<file path="config.mk">
export PLATFORM = sky130hd
export DESIGN_NAME = cmpl_ctrl
export DESIGN_NICKNAME = d
export VERILOG_FILES = /design/src/cmpl_pkg.sv /design/src/cmpl_sync_if.sv /design/src/cmpl_sync.sv /design/src/cmpl_ctrl.sv
export VERILOG_INCLUDE_DIRS = /design/src
export SDC_FILE = /design/constraint.sdc
export NUM_CORES = 1
export LEC_CHECK = 0
export BUFFER_PORTS_ARGS = -buffer_cell sky130_fd_sc_hd__clkbuf_2
export CORE_UTILIZATION = 49
export CTS_CLUSTER_DIAMETER = 100
export DETAILED_ROUTE_END_ITERATION = 10
export PLACE_DENSITY = 0.83
export SLEW_MARGIN = 25
export SYNTH_ARGS = -nofsm -noshare
export SYNTH_HDL_FRONTEND = slang
export SYNTH_SLANG_ARGS = --single-unit
</file>
<file path="constraint.sdc">
create_clock -name CLK -period 2.65 [get_ports CLK]
set_input_delay 0.265 -clock CLK [delete_from_list [all_inputs] [get_ports CLK]]
set_output_delay 0.265 -clock CLK [all_outputs]
set_load 0.01 [all_outputs]
</file>
<file path="src/cmpl_defs.svh">
// cmpl_defs.svh: offsets, field positions, reset values and timing counts for the comparator control block
// assumes inclusion by bare name from the package and modules of this block
// Function
// RQ1: bit 6 of the control register switches the comparator off when 0 and on when 1.
// RQ2: clearing the enable bit forces the comparator output and its status bit low.
// RQ3: bit 5 passes the raw comparator result unchanged when 0 and inverts it when 1.
// RQ4: read-only bit 4 shows the polarity-adjusted comparison result and resets to 0.
// RQ5: bit 0 turns analog hysteresis off when 0 and on when 1, and resets to 1.
// RQ6: bit 7 and bits 3 to 1 always read zero and ignore writes.
// RQ7: each change of the output bit sets the interrupt flag, which with its enable raises a request.
// RQ8: in sleep or idle with the comparator enabled, an output change sets the flag and requests wake-up.
// RQ9: software sets the flag beforehand to block wake-up, so no wake-up is raised while it is set.
// RQ10: an enabled comparator keeps updating its output and flag during sleep or idle.
// RQ11: software should clear the enable bit when unused or before low-power modes.
// RQ12: with the comparator on shared pins, a port read gives 0 where port control is 1, else port data.
// RQ13: selecting a pin for a comparator input disconnects its pull-up.
// RQ14: the result can be driven onto a shared pin when the pin function selects it.
// RQ15: the analog result passes a synchroniser on the system clock before output bit and change detection.
`ifndef CMPL_DEFS_SVH
`define CMPL_DEFS_SVH

`define CMPL_ADDR_W 4
`define CMPL_OFS_CTRL 4'h0
`define CMPL_OFS_INT 4'h4
`define CMPL_OFS_PIN 4'h8
`define CMPL_OFS_PORT 4'hc

`define CMPL_BIT_EN 6
`define CMPL_BIT_POL 5
`define CMPL_BIT_OUT 4
`define CMPL_BIT_HYS 0
`define CMPL_CTRL_WMASK 8'h61

`define CMPL_BIT_FLAG 0
`define CMPL_BIT_IEN 1

`define CMPL_BIT_SEL_POS 0
`define CMPL_BIT_SEL_NEG 1
`define CMPL_BIT_SEL_OUT 2

`define CMPL_CTRL_RST 8'h01
`define CMPL_SYNC_STAGES 3

`endif

</file>
<file path="src/cmpl_pkg.sv">
// cmpl_pkg.sv: types shared by the comparator control block
// assumes cmpl_defs.svh is on the include path
`default_nettype none
`include "cmpl_defs.svh"
package cmpl_pkg;
   typedef enum logic [1:0] {
      CMPL_BUS_IDLE = 2'b00,
      CMPL_BUS_ACK = 2'b01,
      CMPL_BUS_REST = 2'b10
   } cmpl_bus_t;
endpackage
`default_nettype wire

</file>
<file path="src/cmpl_sync_if.sv">
// cmpl_sync_if.sv: carries the asynchronous comparator result and its synchronised form
// assumes one clock shared by both ends
`timescale 1ns/10ps
`default_nettype none
interface cmpl_sync_if;
   logic raw;
   logic stable;
   logic changed;
   modport sync (input raw, output stable, output changed);
   modport user (output raw, input stable, input changed);
endinterface
`default_nettype wire

</file>
<file path="src/cmpl_sync.sv">
// cmpl_sync.sv: three-stage synchroniser with agreement check on the comparator result
// assumes CLK is the system clock and RST synchronous active high
`timescale 1ns/10ps
`default_nettype none
`include "cmpl_defs.svh"
module cmpl_sync (
   input wire logic clk,
   input wire logic rst,
   cmpl_sync_if.sync sif
);
   logic [`CMPL_SYNC_STAGES-1:0] stage_reg;
   logic stable_reg;

   // stage 0 only feeds stage 1; a change counts once stages 1 and 2 agree
   always_ff @(posedge clk) begin
      if (rst) begin
         stage_reg <= 3'h0;
      end else begin
         stage_reg <= {stage_reg[1:0], sif.raw}; // see RQ15
      end
   end

   always_ff @(posedge clk) begin
      if (rst) begin
         stable_reg <= 1'b0;
      end else if (stage_reg[1] == stage_reg[2]) begin
         stable_reg <= stage_reg[2]; // see RQ15
      end
   end

   assign sif.stable = stable_reg;
   assign sif.changed = (stage_reg[1] == stage_reg[2]) && (stage_reg[2] != stable_reg);
endmodule // cmpl_sync
`default_nettype wire

</file>
<file path="src/cmpl_ctrl.sv">
// cmpl_ctrl.sv: comparator control register, output bit, change flag, wake-up and shared pin control
// assumes a classic wishbone master on CLK, an analog core outside, and one clock with synchronous reset
`timescale 1ns/10ps
`default_nettype none
`include "cmpl_defs.svh"
module cmpl_ctrl (
   input wire logic CLK,
   input wire logic RST,
   input wire logic [`CMPL_ADDR_W-1:0] WB_ADR_I,
   input wire logic [31:0] WB_DAT_I,
   output logic [31:0] WB_DAT_O,
   input wire logic WB_WE_I,
   input wire logic [3:0] WB_SEL_I,
   input wire logic WB_CYC_I,
   input wire logic WB_STB_I,
   output logic WB_ACK_O,
   input wire logic COMP_RAW,
   output logic COMP_POWER_ON,
   output logic COMP_HYST_ON,
   input wire logic LOW_POWER_MODE,
   output logic COMP_IRQ,
   output logic COMP_WAKE,
   input wire logic [2:0] PORT_CTRL,
   input wire logic [2:0] PORT_DATA,
   output logic [2:0] PULLUP_CUT,
   output logic [2:0] PORT_READ,
   output logic COMP_PIN_OUT,
   output logic COMP_PIN_OE_N
);
   ////////////////////////////////////////////////////////////////////////////////
   // synchroniser
   // the raw result is asynchronous, so nothing downstream reads it directly
   cmpl_sync_if sif ();
   assign sif.raw = COMP_RAW;

   cmpl_sync u_sync (
      .clk(CLK),
      .rst(RST),
      .sif(sif)
   );

   ////////////////////////////////////////////////////////////////////////////////
   // bus slave
   cmpl_pkg::cmpl_bus_t bus_reg;
   logic wr_hit;
   logic rd_hit;
   logic [31:0] rd_data;

   always_ff @(posedge CLK) begin
      if (RST) begin
         bus_reg <= cmpl_pkg::CMPL_BUS_IDLE;
      end else begin
         case (bus_reg)
            cmpl_pkg::CMPL_BUS_IDLE: begin
               if (WB_CYC_I && WB_STB_I) begin
                  bus_reg <= cmpl_pkg::CMPL_BUS_ACK;
               end
            end
            cmpl_pkg::CMPL_BUS_ACK: begin
               bus_reg <= cmpl_pkg::CMPL_BUS_REST;
            end
            cmpl_pkg::CMPL_BUS_REST: begin
               bus_reg <= cmpl_pkg::CMPL_BUS_IDLE;
            end
            default: begin
               bus_reg <= cmpl_pkg::CMPL_BUS_IDLE;
            end
         endcase
      end
   end

   // the write lands on the ack edge, where the master samples it
   assign wr_hit = (bus_reg == cmpl_pkg::CMPL_BUS_ACK) && WB_CYC_I && WB_STB_I && WB_WE_I && WB_SEL_I[0];
   assign rd_hit = (bus_reg == cmpl_pkg::CMPL_BUS_IDLE) && WB_CYC_I && WB_STB_I;

   always_ff @(posedge CLK) begin
      if (RST) begin
         WB_ACK_O <= 1'b0;
      end else begin
         WB_ACK_O <= rd_hit;
      end
   end

   ////////////////////////////////////////////////////////////////////////////////
   // control register
   localparam logic [7:0] ctrl_rst = `CMPL_CTRL_RST;
   logic ctrl_sel;
   logic int_sel;
   logic pin_sel;
   logic en_reg;
   logic pol_reg;
   logic hys_reg;
   logic out_reg;
   logic out_next;

   // one address decode per writable register, shared by the write side
   assign ctrl_sel = (WB_ADR_I == `CMPL_OFS_CTRL);
   assign int_sel = (WB_ADR_I == `CMPL_OFS_INT);
   assign pin_sel = (WB_ADR_I == `CMPL_OFS_PIN);

   always_ff @(posedge CLK) begin
      if (RST) begin
         en_reg <= ctrl_rst[`CMPL_BIT_EN];
         pol_reg <= ctrl_rst[`CMPL_BIT_POL];
         hys_reg <= ctrl_rst[`CMPL_BIT_HYS]; // see RQ5
      end else if (wr_hit && ctrl_sel) begin
         en_reg <= WB_DAT_I[`CMPL_BIT_EN]; // see RQ1
         pol_reg <= WB_DAT_I[`CMPL_BIT_POL]; // see RQ3
         hys_reg <= WB_DAT_I[`CMPL_BIT_HYS]; // see RQ5
      end
   end

   always_ff @(posedge CLK) begin
      if (RST) begin
         COMP_POWER_ON <= 1'b0;
      end else begin
         COMP_POWER_ON <= en_reg; // see RQ1
      end
   end

   always_ff @(posedge CLK) begin
      if (RST) begin
         COMP_HYST_ON <= 1'b1;
      end else begin
         COMP_HYST_ON <= hys_reg; // see RQ5
      end
   end

   ////////////////////////////////////////////////////////////////////////////////
   // output bit; keeps updating whatever the low-power state
   assign out_next = en_reg ? (sif.stable ^ pol_reg) : 1'b0; // see RQ2 see RQ3 see RQ4 see RQ10

   always_ff @(posedge CLK) begin
      if (RST) begin
         out_reg <= 1'b0; // see RQ4
      end else begin
         out_reg <= out_next;
      end
   end

   ////////////////////////////////////////////////////////////////////////////////
   // change flag, interrupt and wake-up
   logic flag_reg;
   logic ien_reg;
   logic change;
   logic flag_wr;
   logic input_moved_reg;

   assign change = (out_next != out_reg);
   assign flag_wr = wr_hit && int_sel;

   // a change in the same cycle as a software clear wins
   always_ff @(posedge CLK) begin
      if (RST) begin
         flag_reg <= 1'b0;
      end else if (change) begin
         flag_reg <= 1'b1; // see RQ7
      end else if (flag_wr) begin
         flag_reg <= WB_DAT_I[`CMPL_BIT_FLAG];
      end
   end

   always_ff @(posedge CLK) begin
      if (RST) begin
         ien_reg <= 1'b0;
      end else if (flag_wr) begin
         ien_reg <= WB_DAT_I[`CMPL_BIT_IEN];
      end
   end

   // high in the cycle where a pin-driven result move reaches the output bit
   always_ff @(posedge CLK) begin
      if (RST) begin
         input_moved_reg <= 1'b0;
      end else begin
         input_moved_reg <= sif.changed;
      end
   end

   always_ff @(posedge CLK) begin
      if (RST) begin
         COMP_IRQ <= 1'b0;
      end else begin
         COMP_IRQ <= flag_reg && ien_reg; // see RQ7
      end
   end

   // only pin-driven moves wake; a flag already set before sleep blocks wake-up
   always_ff @(posedge CLK) begin
      if (RST) begin
         COMP_WAKE <= 1'b0;
      end else begin
         COMP_WAKE <= LOW_POWER_MODE && en_reg && change && input_moved_reg && !flag_reg; // see RQ8 see RQ9
      end
   end

   ////////////////////////////////////////////////////////////////////////////////
   // shared pins
   logic [2:0] sel_reg;
   logic [2:0] port_ctrl_s0;
   logic [2:0] port_ctrl_s1;
   logic [2:0] port_ctrl_s2;
   logic [2:0] port_ctrl_ok;
   logic [2:0] port_data_s0;
   logic [2:0] port_data_s1;
   logic [2:0] port_data_s2;
   logic [2:0] port_data_ok;

   always_ff @(posedge CLK) begin
      if (RST) begin
         sel_reg <= 3'h0;
      end else if (wr_hit && pin_sel) begin
         sel_reg <= WB_DAT_I[2:0];
      end
   end

   // pin inputs are asynchronous; stage 0 only feeds stage 1
   always_ff @(posedge CLK) begin
      if (RST) begin
         port_ctrl_s0 <= 3'h0;
         port_ctrl_s1 <= 3'h0;
         port_ctrl_s2 <= 3'h0;
      end else begin
         port_ctrl_s0 <= PORT_CTRL;
         port_ctrl_s1 <= port_ctrl_s0;
         port_ctrl_s2 <= port_ctrl_s1;
      end
   end

   always_ff @(posedge CLK) begin
      if (RST) begin
         port_data_s0 <= 3'h0;
         port_data_s1 <= 3'h0;
         port_data_s2 <= 3'h0;
      end else begin
         port_data_s0 <= PORT_DATA;
         port_data_s1 <= port_data_s0;
         port_data_s2 <= port_data_s1;
      end
   end

   genvar gi;
   generate
      for (gi = 0; gi < 3; gi = gi + 1) begin : g_pin
         always_ff @(posedge CLK) begin
            if (RST) begin
               port_ctrl_ok[gi] <= 1'b0;
               port_data_ok[gi] <= 1'b0;
            end else begin
               if (port_ctrl_s1[gi] == port_ctrl_s2[gi]) begin
                  port_ctrl_ok[gi] <= port_ctrl_s2[gi];
               end
               if (port_data_s1[gi] == port_data_s2[gi]) begin
                  port_data_ok[gi] <= port_data_s2[gi];
               end
            end
         end

         always_ff @(posedge CLK) begin
            if (RST) begin
               PULLUP_CUT[gi] <= 1'b0;
            end else begin
               PULLUP_CUT[gi] <= sel_reg[gi] && (gi != `CMPL_BIT_SEL_OUT); // see RQ13
            end
         end

         always_ff @(posedge CLK) begin
            if (RST) begin
               PORT_READ[gi] <= 1'b0;
            end else begin
               if (sel_reg[gi] && en_reg) begin
                  PORT_READ[gi] <= port_ctrl_ok[gi] ? 1'b0 : port_data_ok[gi]; // see RQ12
               end else begin
                  PORT_READ[gi] <= port_data_ok[gi];
               end
            end
         end
      end
   endgenerate

   always_ff @(posedge CLK) begin
      if (RST) begin
         COMP_PIN_OUT <= 1'b0;
      end else begin
         COMP_PIN_OUT <= out_next; // see RQ14
      end
   end

   always_ff @(posedge CLK) begin
      if (RST) begin
         COMP_PIN_OE_N <= 1'b1;
      end else begin
         COMP_PIN_OE_N <= !sel_reg[`CMPL_BIT_SEL_OUT]; // see RQ14
      end
   end

   ////////////////////////////////////////////////////////////////////////////////
   // read data; reserved bits read zero
   logic [7:0] ctrl_view;
   logic [7:0] int_view;

   // only the named positions are ever set, so reserved bits stay zero
   always_comb begin
      ctrl_view = 8'h00;
      ctrl_view[`CMPL_BIT_EN] = en_reg;
      ctrl_view[`CMPL_BIT_POL] = pol_reg;
      ctrl_view[`CMPL_BIT_OUT] = out_reg; // see RQ4 see RQ6
      ctrl_view[`CMPL_BIT_HYS] = hys_reg;
   end

   always_comb begin
      int_view = 8'h00;
      int_view[`CMPL_BIT_FLAG] = flag_reg;
      int_view[`CMPL_BIT_IEN] = ien_reg;
   end

   always_comb begin
      rd_data = 32'h0;
      case (WB_ADR_I)
         `CMPL_OFS_CTRL: begin
            rd_data[7:0] = ctrl_view;
         end
         `CMPL_OFS_INT: begin
            rd_data[7:0] = int_view;
         end
         `CMPL_OFS_PIN: begin
            rd_data[2:0] = sel_reg;
         end
         `CMPL_OFS_PORT: begin
            rd_data[2:0] = PORT_READ;
         end
         default: begin
            rd_data = 32'h0;
         end
      endcase
   end

   always_ff @(posedge CLK) begin
      if (RST) begin
         WB_DAT_O <= 32'h0;
      end else if (rd_hit) begin
         WB_DAT_O <= rd_data;
      end
   end
endmodule // cmpl_ctrl
`default_nettype wire

</file>
# [After elaboration in Yosys (flattened, before gate mapping)]
# Index checks and enable logic that the tools add are counted.
# W data, S select, Z words.
[totals] latchBits=0 n_memories=0 register_bits=59 ramBits=0 romBits=0
[op_classes] n_eq_ne=14 muxes=13 shifts=0 n_addsub=0 mul=0 reduce_logical=24 n_bitwise=1 magnitude_cmp=0 div_mod_pow=0
[ops] cell="$logic_and A1 B1 Y1" n=19
[ops] cell="$pmux W3 S4" n=1
[ops] cell="$mux W1" n=9
[ops] cell="$eq A4 B4 Y1 const B" n=2
[ops] cell="$eq A1 B1 Y1" n=7
[ops] cell="$eq A4 B3 Y1 const B" n=1
[ops] cell="$logic_not A4 Y1" n=1
[ops] cell="$mux W4" n=1
[ops] cell="$pmux W2 S2" n=1
[ops] cell="$eq A2 B1 Y1 const B" n=1
[ops] cell="$logic_not A1 Y1" n=2
[ops] cell="$logic_not A2 Y1" n=1
[ops] cell="$mux W2" n=1
[ops] cell="$ne A1 B1 Y1" n=2
[ops] cell="$ne A2 B2 Y1 const B" n=1
[ops] cell="$reduce_bool A2 Y1" n=1
[ops] cell="$xor A1 B1 Y1" n=1

# [Logic depth before layout (Yosys ltp)]
# Gate-level depths: netlist of the first run.
[logic_depth] word_depth=8 ltp_mapped=5 ltp_nobuf=4

# [Hierarchy]
# From an unflattened synthesis of the first run, not the netlist that was laid out.
[hier_totals] hier_cells=211 hier_area_um2=2140.8
[by_module_without_submodules] mod="cmpl_ctrl" area_per_inst_um2=2009.4 n_inst=1 cells_each=198 seq_area_each_um2=1061.0
[by_module_without_submodules] mod="cmpl_sync" area_per_inst_um2=131.4 n_inst=1 cells_each=13 seq_area_each_um2=80.1

# [Least setup slack after synthesis of the first run]
# Ideal clock, no wire load.
[synth_path] kind="input to register" startpoint="in WB_ADR_I[2]" endpoint="reg hys_reg" t_required_ns=2.530 path_slack_ns=1.180 path_stages=5 arrival_ns=1.350 path_cell_list="buf_4 -> nor4_4 -> nor3b_4 -> nor2b_1 -> a211o_1"
[synth_between] elab_chain_len=2
[synth_rtl] element="start: declaration" line="cmpl_ctrl.sv:9" text="input wire logic [`CMPL_ADDR_W-1:0] WB_ADR_I,"
[synth_rtl] element="$logic_not A4 Y1"
[synth_rtl] element="$logic_and A1 B1 Y1" line="cmpl_ctrl.sv:106" text="end else if (wr_hit && ctrl_sel) begin"
[synth_rtl] element="end signal: assignment" line="cmpl_ctrl.sv:105" text="hys_reg <= ctrl_rst[`CMPL_BIT_HYS];"
[synth_rtl] element="end signal: assignment" line="cmpl_ctrl.sv:109" text="hys_reg <= WB_DAT_I[`CMPL_BIT_HYS];"
[synth_rtl] element="end: declaration" line="cmpl_ctrl.sv:92" text="logic hys_reg;"
# No other way between the ends.
# A chain may end at the register's enable or synchronous reset.

# [Final worst setup path of the first run]
[layout_path] startpoint="reg bus_reg[0]" endpoint="reg WB_DAT_O[2]"
[layout_between] elab_chain_len=3
[layout_rtl] element="start: declaration" line="cmpl_ctrl.sv:44" text="cmpl_pkg::cmpl_bus_t bus_reg;"
[layout_rtl] element="start signal: assignment" line="cmpl_ctrl.sv:51" text="bus_reg <= cmpl_pkg::CMPL_BUS_IDLE;"
[layout_rtl] element="start signal: assignment" line="cmpl_ctrl.sv:56" text="bus_reg <= cmpl_pkg::CMPL_BUS_ACK;"
[layout_rtl] element="start signal: assignment" line="cmpl_ctrl.sv:60" text="bus_reg <= cmpl_pkg::CMPL_BUS_REST;"
[layout_rtl] element="$logic_not A2 Y1" line="cmpl_ctrl.sv:74" text="assign rd_hit = (bus_reg == cmpl_pkg::CMPL_BUS_IDLE) && WB_CYC_I && WB_STB_I;"
[layout_rtl] element="$logic_and A1 B1 Y1 (2 in a row)" line="cmpl_ctrl.sv:74"
[layout_rtl] element="end signal: assignment" line="cmpl_ctrl.sv:342" text="WB_DAT_O <= rd_data;"
[layout_rtl] element="end: declaration" line="cmpl_ctrl.sv:11" text="output logic [31:0] WB_DAT_O,"
# No other way between the ends.

==> results.cfg, run 1 <==
[status]
status = finished clean

[die]
coreArea_um2 = 4090
pin_count = 98
row_count = 23
die_area_um2 = 4630
start_util_pct = 52.4
die_w_um = 68.1
die_h_um = 68.1

[setup_path]
crit_required_ps = 2890
r2r_start = bus_reg[0]
r2r_cells = 3
cp-start-kind = flip-flop
critical_path_class = reg -> reg
arrival_ps = 1710
endpoint = WB_DAT_O[2]
cp_max_fo = 9
r2r_setup_slack_ps = 1180
rr_endpoint = WB_DAT_O[2]
critPathLaunch = bus_reg[0]
endpoint_kind = flip-flop

[global_routing]
grt_max_degree = 40
grt_pass1_vias = 1343
grt_remaining_overflow = 0
antenna_found_initial = 0
grt_usage_pct = 16.8
grt_pass1_wl_um = 5530

[timing]
max_freq_ghz = 0.680
slew_headroom_pct = 50.3
slew_violations = 0
hold_violations = 0
fin_crit_ps = 1470
tightest_slew_ps = 746
fin_skew_ps = 5.26
setup_violations = 0
finalSetupTns_ps = 0
finalCritPeriodShare_pct = 55.5
setup_slack_ps = 1180
grt_setup_unrepaired = false

[cells_and_area]
nNetsFinal = 307
antenna_cells = 0
drive_gt1_share_pct = 24.3
largest_register_ffs = 6
final_common_cell = dfxtp_1
n_fill_cell = 344
multi_input_area_um2 = 848
largest_register = WB_DAT_O
seq_area_um2 = 1140
final_cell_mix = dfxtp_1, clkbuf_2, conb_1, nor2b_1, nand2_1
syn_to_final_growth_pct = 15.1

[clock_network]
cts_resized = 0
cts.sinks = 57
cts.clk_slew.worst_paths_ps = 60
cts_setup_buffers = 0
numCtsBuffers = 9
cts.path.max_buffers = 2
htree_levels = 3
cts-root-buf = clkbuf_8
tritoncts = yes
hold_buffers = 0
clk-insertion-delay-late_ps = 320

[routing]
vias = 1454
viasPerCell = 4.71
detail_route.wl_per_cell_um = 11.0
route.detailed.drc = 0
ant_nets = 0
dr.pass1.iters = 4
drt_iter0_markers = 37
finalWirelength_um = 3400

[power]
power_density_nw_per_um2 = 691
leakagePower_nw = 1.05
ir_worst_vdd_uv = 406

[place]
dp_hpwl_um = 2320
pre_cts_ws_ps = 970
io_buffers = 40
gp_congestion = 0.761

[logic_synthesis]
yosys-top-cells-area = dfxtp_1, buf_4, nor2b_1
yosysSeqAreaShare_pct = 53.3
ys_async_sr_fraction_pct = 0
ys_types = 31
synthFlopType = dfxtp_1
yosysTopAreaCellShare_pct = 53.3
synth-seq-cells = 57
synth_top_cell_by_area = dfxtp_1
yosysWarnings = 0
synth_cells = 211
avgSynthCellArea_um2 = 10.1
syn_area_um2 = 2140
synth_edf_count = 0

[min_path]
min-delay-path-class = in -> reg

[flow_run]
drv_cap = 0
-- worst max-delay path, cell delays in order, from the launching register on --
cell and delay, ps:
dfxtp_1 330, or3_1 520, or3_1 390, a21oi_1 150
-- worst min-delay path by stage --
| stage | startpoint | end | slack (ps) | depth (start not counted) |
|---|---|---|---|---|
| after floorplan | WB_DAT_I[0] | hys_reg | 380 | 1 |
| after global placement | sel_reg[2] | COMP_PIN_OE_N | 410 | 1 |
| after detailed placement | sel_reg[2] | COMP_PIN_OE_N | 410 | 1 |
| after CTS | COMP_RAW | u_sync.stage_reg[0] | 130 | 2 |
| after global routing | COMP_RAW | u_sync.stage_reg[0] | 140 | 2 |
| final | PORT_CTRL[1] | port_ctrl_s0[1] | 150 | 2 |
-- metrics by stage --
stage	instances	instance area [um2]	util (%)	hold WS (ps)	power (W)
floorplan	237	2240	-	383	0.000979
global placement	293	2270	55.6	414	0.000974
detailed placement	293	2270	55.6	414	0.000976
CTS	309	2460	60.3	133	0.00173
global route	309	2460	60.3	140	0.00179
finish	309	2460	60.3	150	0.00170
-- where the power goes --
group          internal (W)  switching, W
Sequential         0.000872    0.00000581
Combinational     0.0000270     0.0000521
Clock              0.000438      0.000306
-- cells by family (layout without fill, tap and decap cells) --
logic type	Yosys count	after routing	share of synthesized area (%)
other cells	1	27	0.175
buf+inv	38	60	11.6
compound gates	26	26	6.78
simple gates	76	76	21.4
flops	57	57	53.3
xor+xnor	2	2	0.819
mux	11	11	5.91
-- Yosys cell counts, drive strengths merged (2+ instances only) --
cell    instances
clkbuf          5
mux2i          10
xor2            2
nand3           5
o21ai           7
or3             2
dfxtp          57
nor2           13
a311oi          3
nor3            2
nor3b           2
inv             3
nand2          18
a21oi          15
nor4            2
nor2b          25
buf            30
-- layout make-up --
| class | count | area share, % |
|---|---|---|
| repair buffers | 41 | 8.43 |
| clock buffers | 14 | 7.41 |
| clock inverters | 2 | 0.406 |
| well taps | 50 | 2.54 |
| multi-input cells | 142 | 34.4 |
| flip-flops and latches | 57 | 46.3 |
| inverters | 3 | 0.457 |
-- metal layers --
layer,global-route usage [%],wire length [um]
met5,0,0
met3,7.00,213
met2,28.9,1660
met1,17.0,1440
met4,9.38,89
No activity file was read; power rests on OpenSTA's default activity.
==> inputs of run 2 (changes only) <==
--- a/config.mk
+++ b/config.mk
@@ -7,10 +7,10 @@
 export NUM_CORES = 1
 export LEC_CHECK = 0
 export BUFFER_PORTS_ARGS = -buffer_cell sky130_fd_sc_hd__clkbuf_2
-export CORE_UTILIZATION = 49
+export CORE_UTILIZATION = 41
 export CTS_CLUSTER_DIAMETER = 100
 export DETAILED_ROUTE_END_ITERATION = 10
-export PLACE_DENSITY = 0.83
+export PLACE_DENSITY = 0.74
 export SLEW_MARGIN = 25
 export SYNTH_ARGS = -nofsm -noshare
 export SYNTH_HDL_FRONTEND = slang
==> constraint.sdc (replaced) <==
create_clock -name CLK -period 1.3 [get_ports CLK]
set_input_delay 0.13 -clock CLK [delete_from_list [all_inputs] [get_ports CLK]]
set_output_delay 0.13 -clock CLK [all_outputs]
set_load 0.01 [all_outputs]
==> run 2 against run 1 <==
- the run now ends with negative setup slack left
- routed wire length increased by 9.8%
- sequential share of layout area down 2.2 points
- worst hold slack got worse by 130 ps
- first-iteration DRC count is 65% higher
- critical path type unchanged
==> results.cfg, run 2 (synthesis results as in run 1) <==
[status]
status = finished, violations left
violations = negative setup slack

[timing]
hold_violations = 0
finalCritPeriodShare_pct = 102
grt_setup_unrepaired = true
slew_violations = 0
setup_violations = 2
fin_skew_ps = 4.10
max_freq_ghz = 0.756
setup_slack_ps = -23.2
fin_crit_ps = 1320

[routing]
vias = 1508
ant_nets = 0
viasPerCell = 4.42
detail_route.wl_per_cell_um = 11.0
drt_iter0_markers = 61
finalWirelength_um = 3740
route.detailed.drc = 0
dr.pass1.iters = 4

[cells_and_area]
largest_register_ffs = 6
syn_to_final_growth_pct = 21.3
drive_gt1_share_pct = 27.0
final_cell_mix = dfxtp_1, clkbuf_2, conb_1, nor2b_1, nand2_1
antenna_cells = 0
largest_register = WB_DAT_O
fin_cells = 341
n_fill_cell = 475
utilization_pct = 53.2
nNetsFinal = 323
final_common_cell = dfxtp_1

[setup_path]
arrival_ps = 1580
crit_slowest_cell = or3_4
crit_chain = buf_4, or3_4, or3_1, a21oi_1
endpoint_kind = flip-flop
cp_max_fo = 3
critical_path_class = reg -> reg
cp_top_family = simple AND/OR/NAND/NOR gates
path_buf_inv = 1
crit_required_ps = 1550
cp_slowest_stage_delay_ps = 380
cp-start-kind = flip-flop

[clock_network]
htree_levels = 3
cts.sinks = 57
clk-insertion-delay-late_ps = 320
cts.path.max_buffers = 2
numCtsBuffers = 9
cts_setup_buffers = 0
cts.clk_slew.worst_paths_ps = 60
cts-root-buf = clkbuf_8
tritoncts = yes

[place]
io_buffers = 40
dp_hpwl_um = 2670
gp_congestion = 0.768
dpl.cell_count = 324

[die]
start_util_pct = 43.8
die_h_um = 74.2
die_w_um = 74.2
die_area_um2 = 5510
pin_count = 98
row_count = 25
coreArea_um2 = 4880

[global_routing]
grt_pass1_vias = 1280
grt_remaining_overflow = 0
grt_max_degree = 25
antenna_found_initial = 0
grt_usage_pct = 15.0
grt_pass1_wl_um = 5880

[min_path]
min-delay-path-class = in -> reg

[power]
leakagePower_nw = 1.11
power_density_nw_per_um2 = 1280
ir_worst_vdd_uv = 596

[flow_run]
drv_cap = 0
## run 2: cell types whose count changed in the layout (fill, tap and decap cells not counted), moves of 2 or more
cell           change
clkbuf_1           +4
clkinv_2           -2
dlygate4sd3_1      +2
clkbuf_8           -3
buf_4             +13
## run 2: worst reg2reg max path, delay by kind of cell (launching register included)
kind	cells	cell delay [ps]
AND/OR/NAND/NOR	2	690
flip-flops	1	310
buffers and inverters	1	130
AO/OA/AOI/OAI	1	120
## run 2: metrics by stage
stage	power (W)	hold slack (ps)	TNS (ps)	area (um2)	setup slack [ps]
floorplan	0.00200	248	-1.57	2270	-1.57
global placement	0.00201	343	-787	2410	-147
detailed placement	0.00202	342	-871	2410	-137
CTS	0.00337	0.728	-32.2	2580	-16.3
global route	0.00348	13.6	-237	2590	-79.5
finish	0.00331	16.6	-27.0	2590	-23.2
## run 2: report_power, final
part | switching [W] | total (W) | internal [W]
Combinational | 0.000114 | 0.000196 | 0.0000820
Sequential | 0.0000123 | 0.00179 | 0.00178
Clock | 0.000592 | 0.00133 | 0.000737
## run 2: layout make-up
class / instances / area [um2] / share of cell area [%]
timing repair buffer: 57 / 337 / 13.0
clock buffer: 15 / 156 / 6.03
inverter: 3 / 11.3 / 0.434
sequential: 57 / 1140 / 44.1
multi-input combinational: 142 / 862 / 33.2
tap: 67 / 83.8 / 3.23
## run 2: path summary, 6_finish.rpt
path | start | to | slack [ps] | cells past startpoint
max | bus_reg[1] | WB_DAT_O[2] | -20 | 4
min | PORT_DATA[2] | port_data_s0[2] | 20 | 2
max reg2reg | bus_reg[1] | WB_DAT_O[2] | -20 | 4
min reg2reg | input_moved_reg | COMP_WAKE | 430 | 2
## run 2: repair_timing
action / 4_1_cts / 5_1_grt
gates resized for setup: 1 / 3
setup endpoints to repair: 7 / 8
hold buffers: 2 / 0
endpoints found under the hold margin: 2 / 0
pin swaps: 1 / 1
## run 2: layer usage
layer,wire length (um),up-vias,track usage (%)
met5,0,-,0
met4,72,0,10.3
met3,227,6,5.96
met2,1810,57,23.0
met1,1630,680,17.3
li1,-,765,-
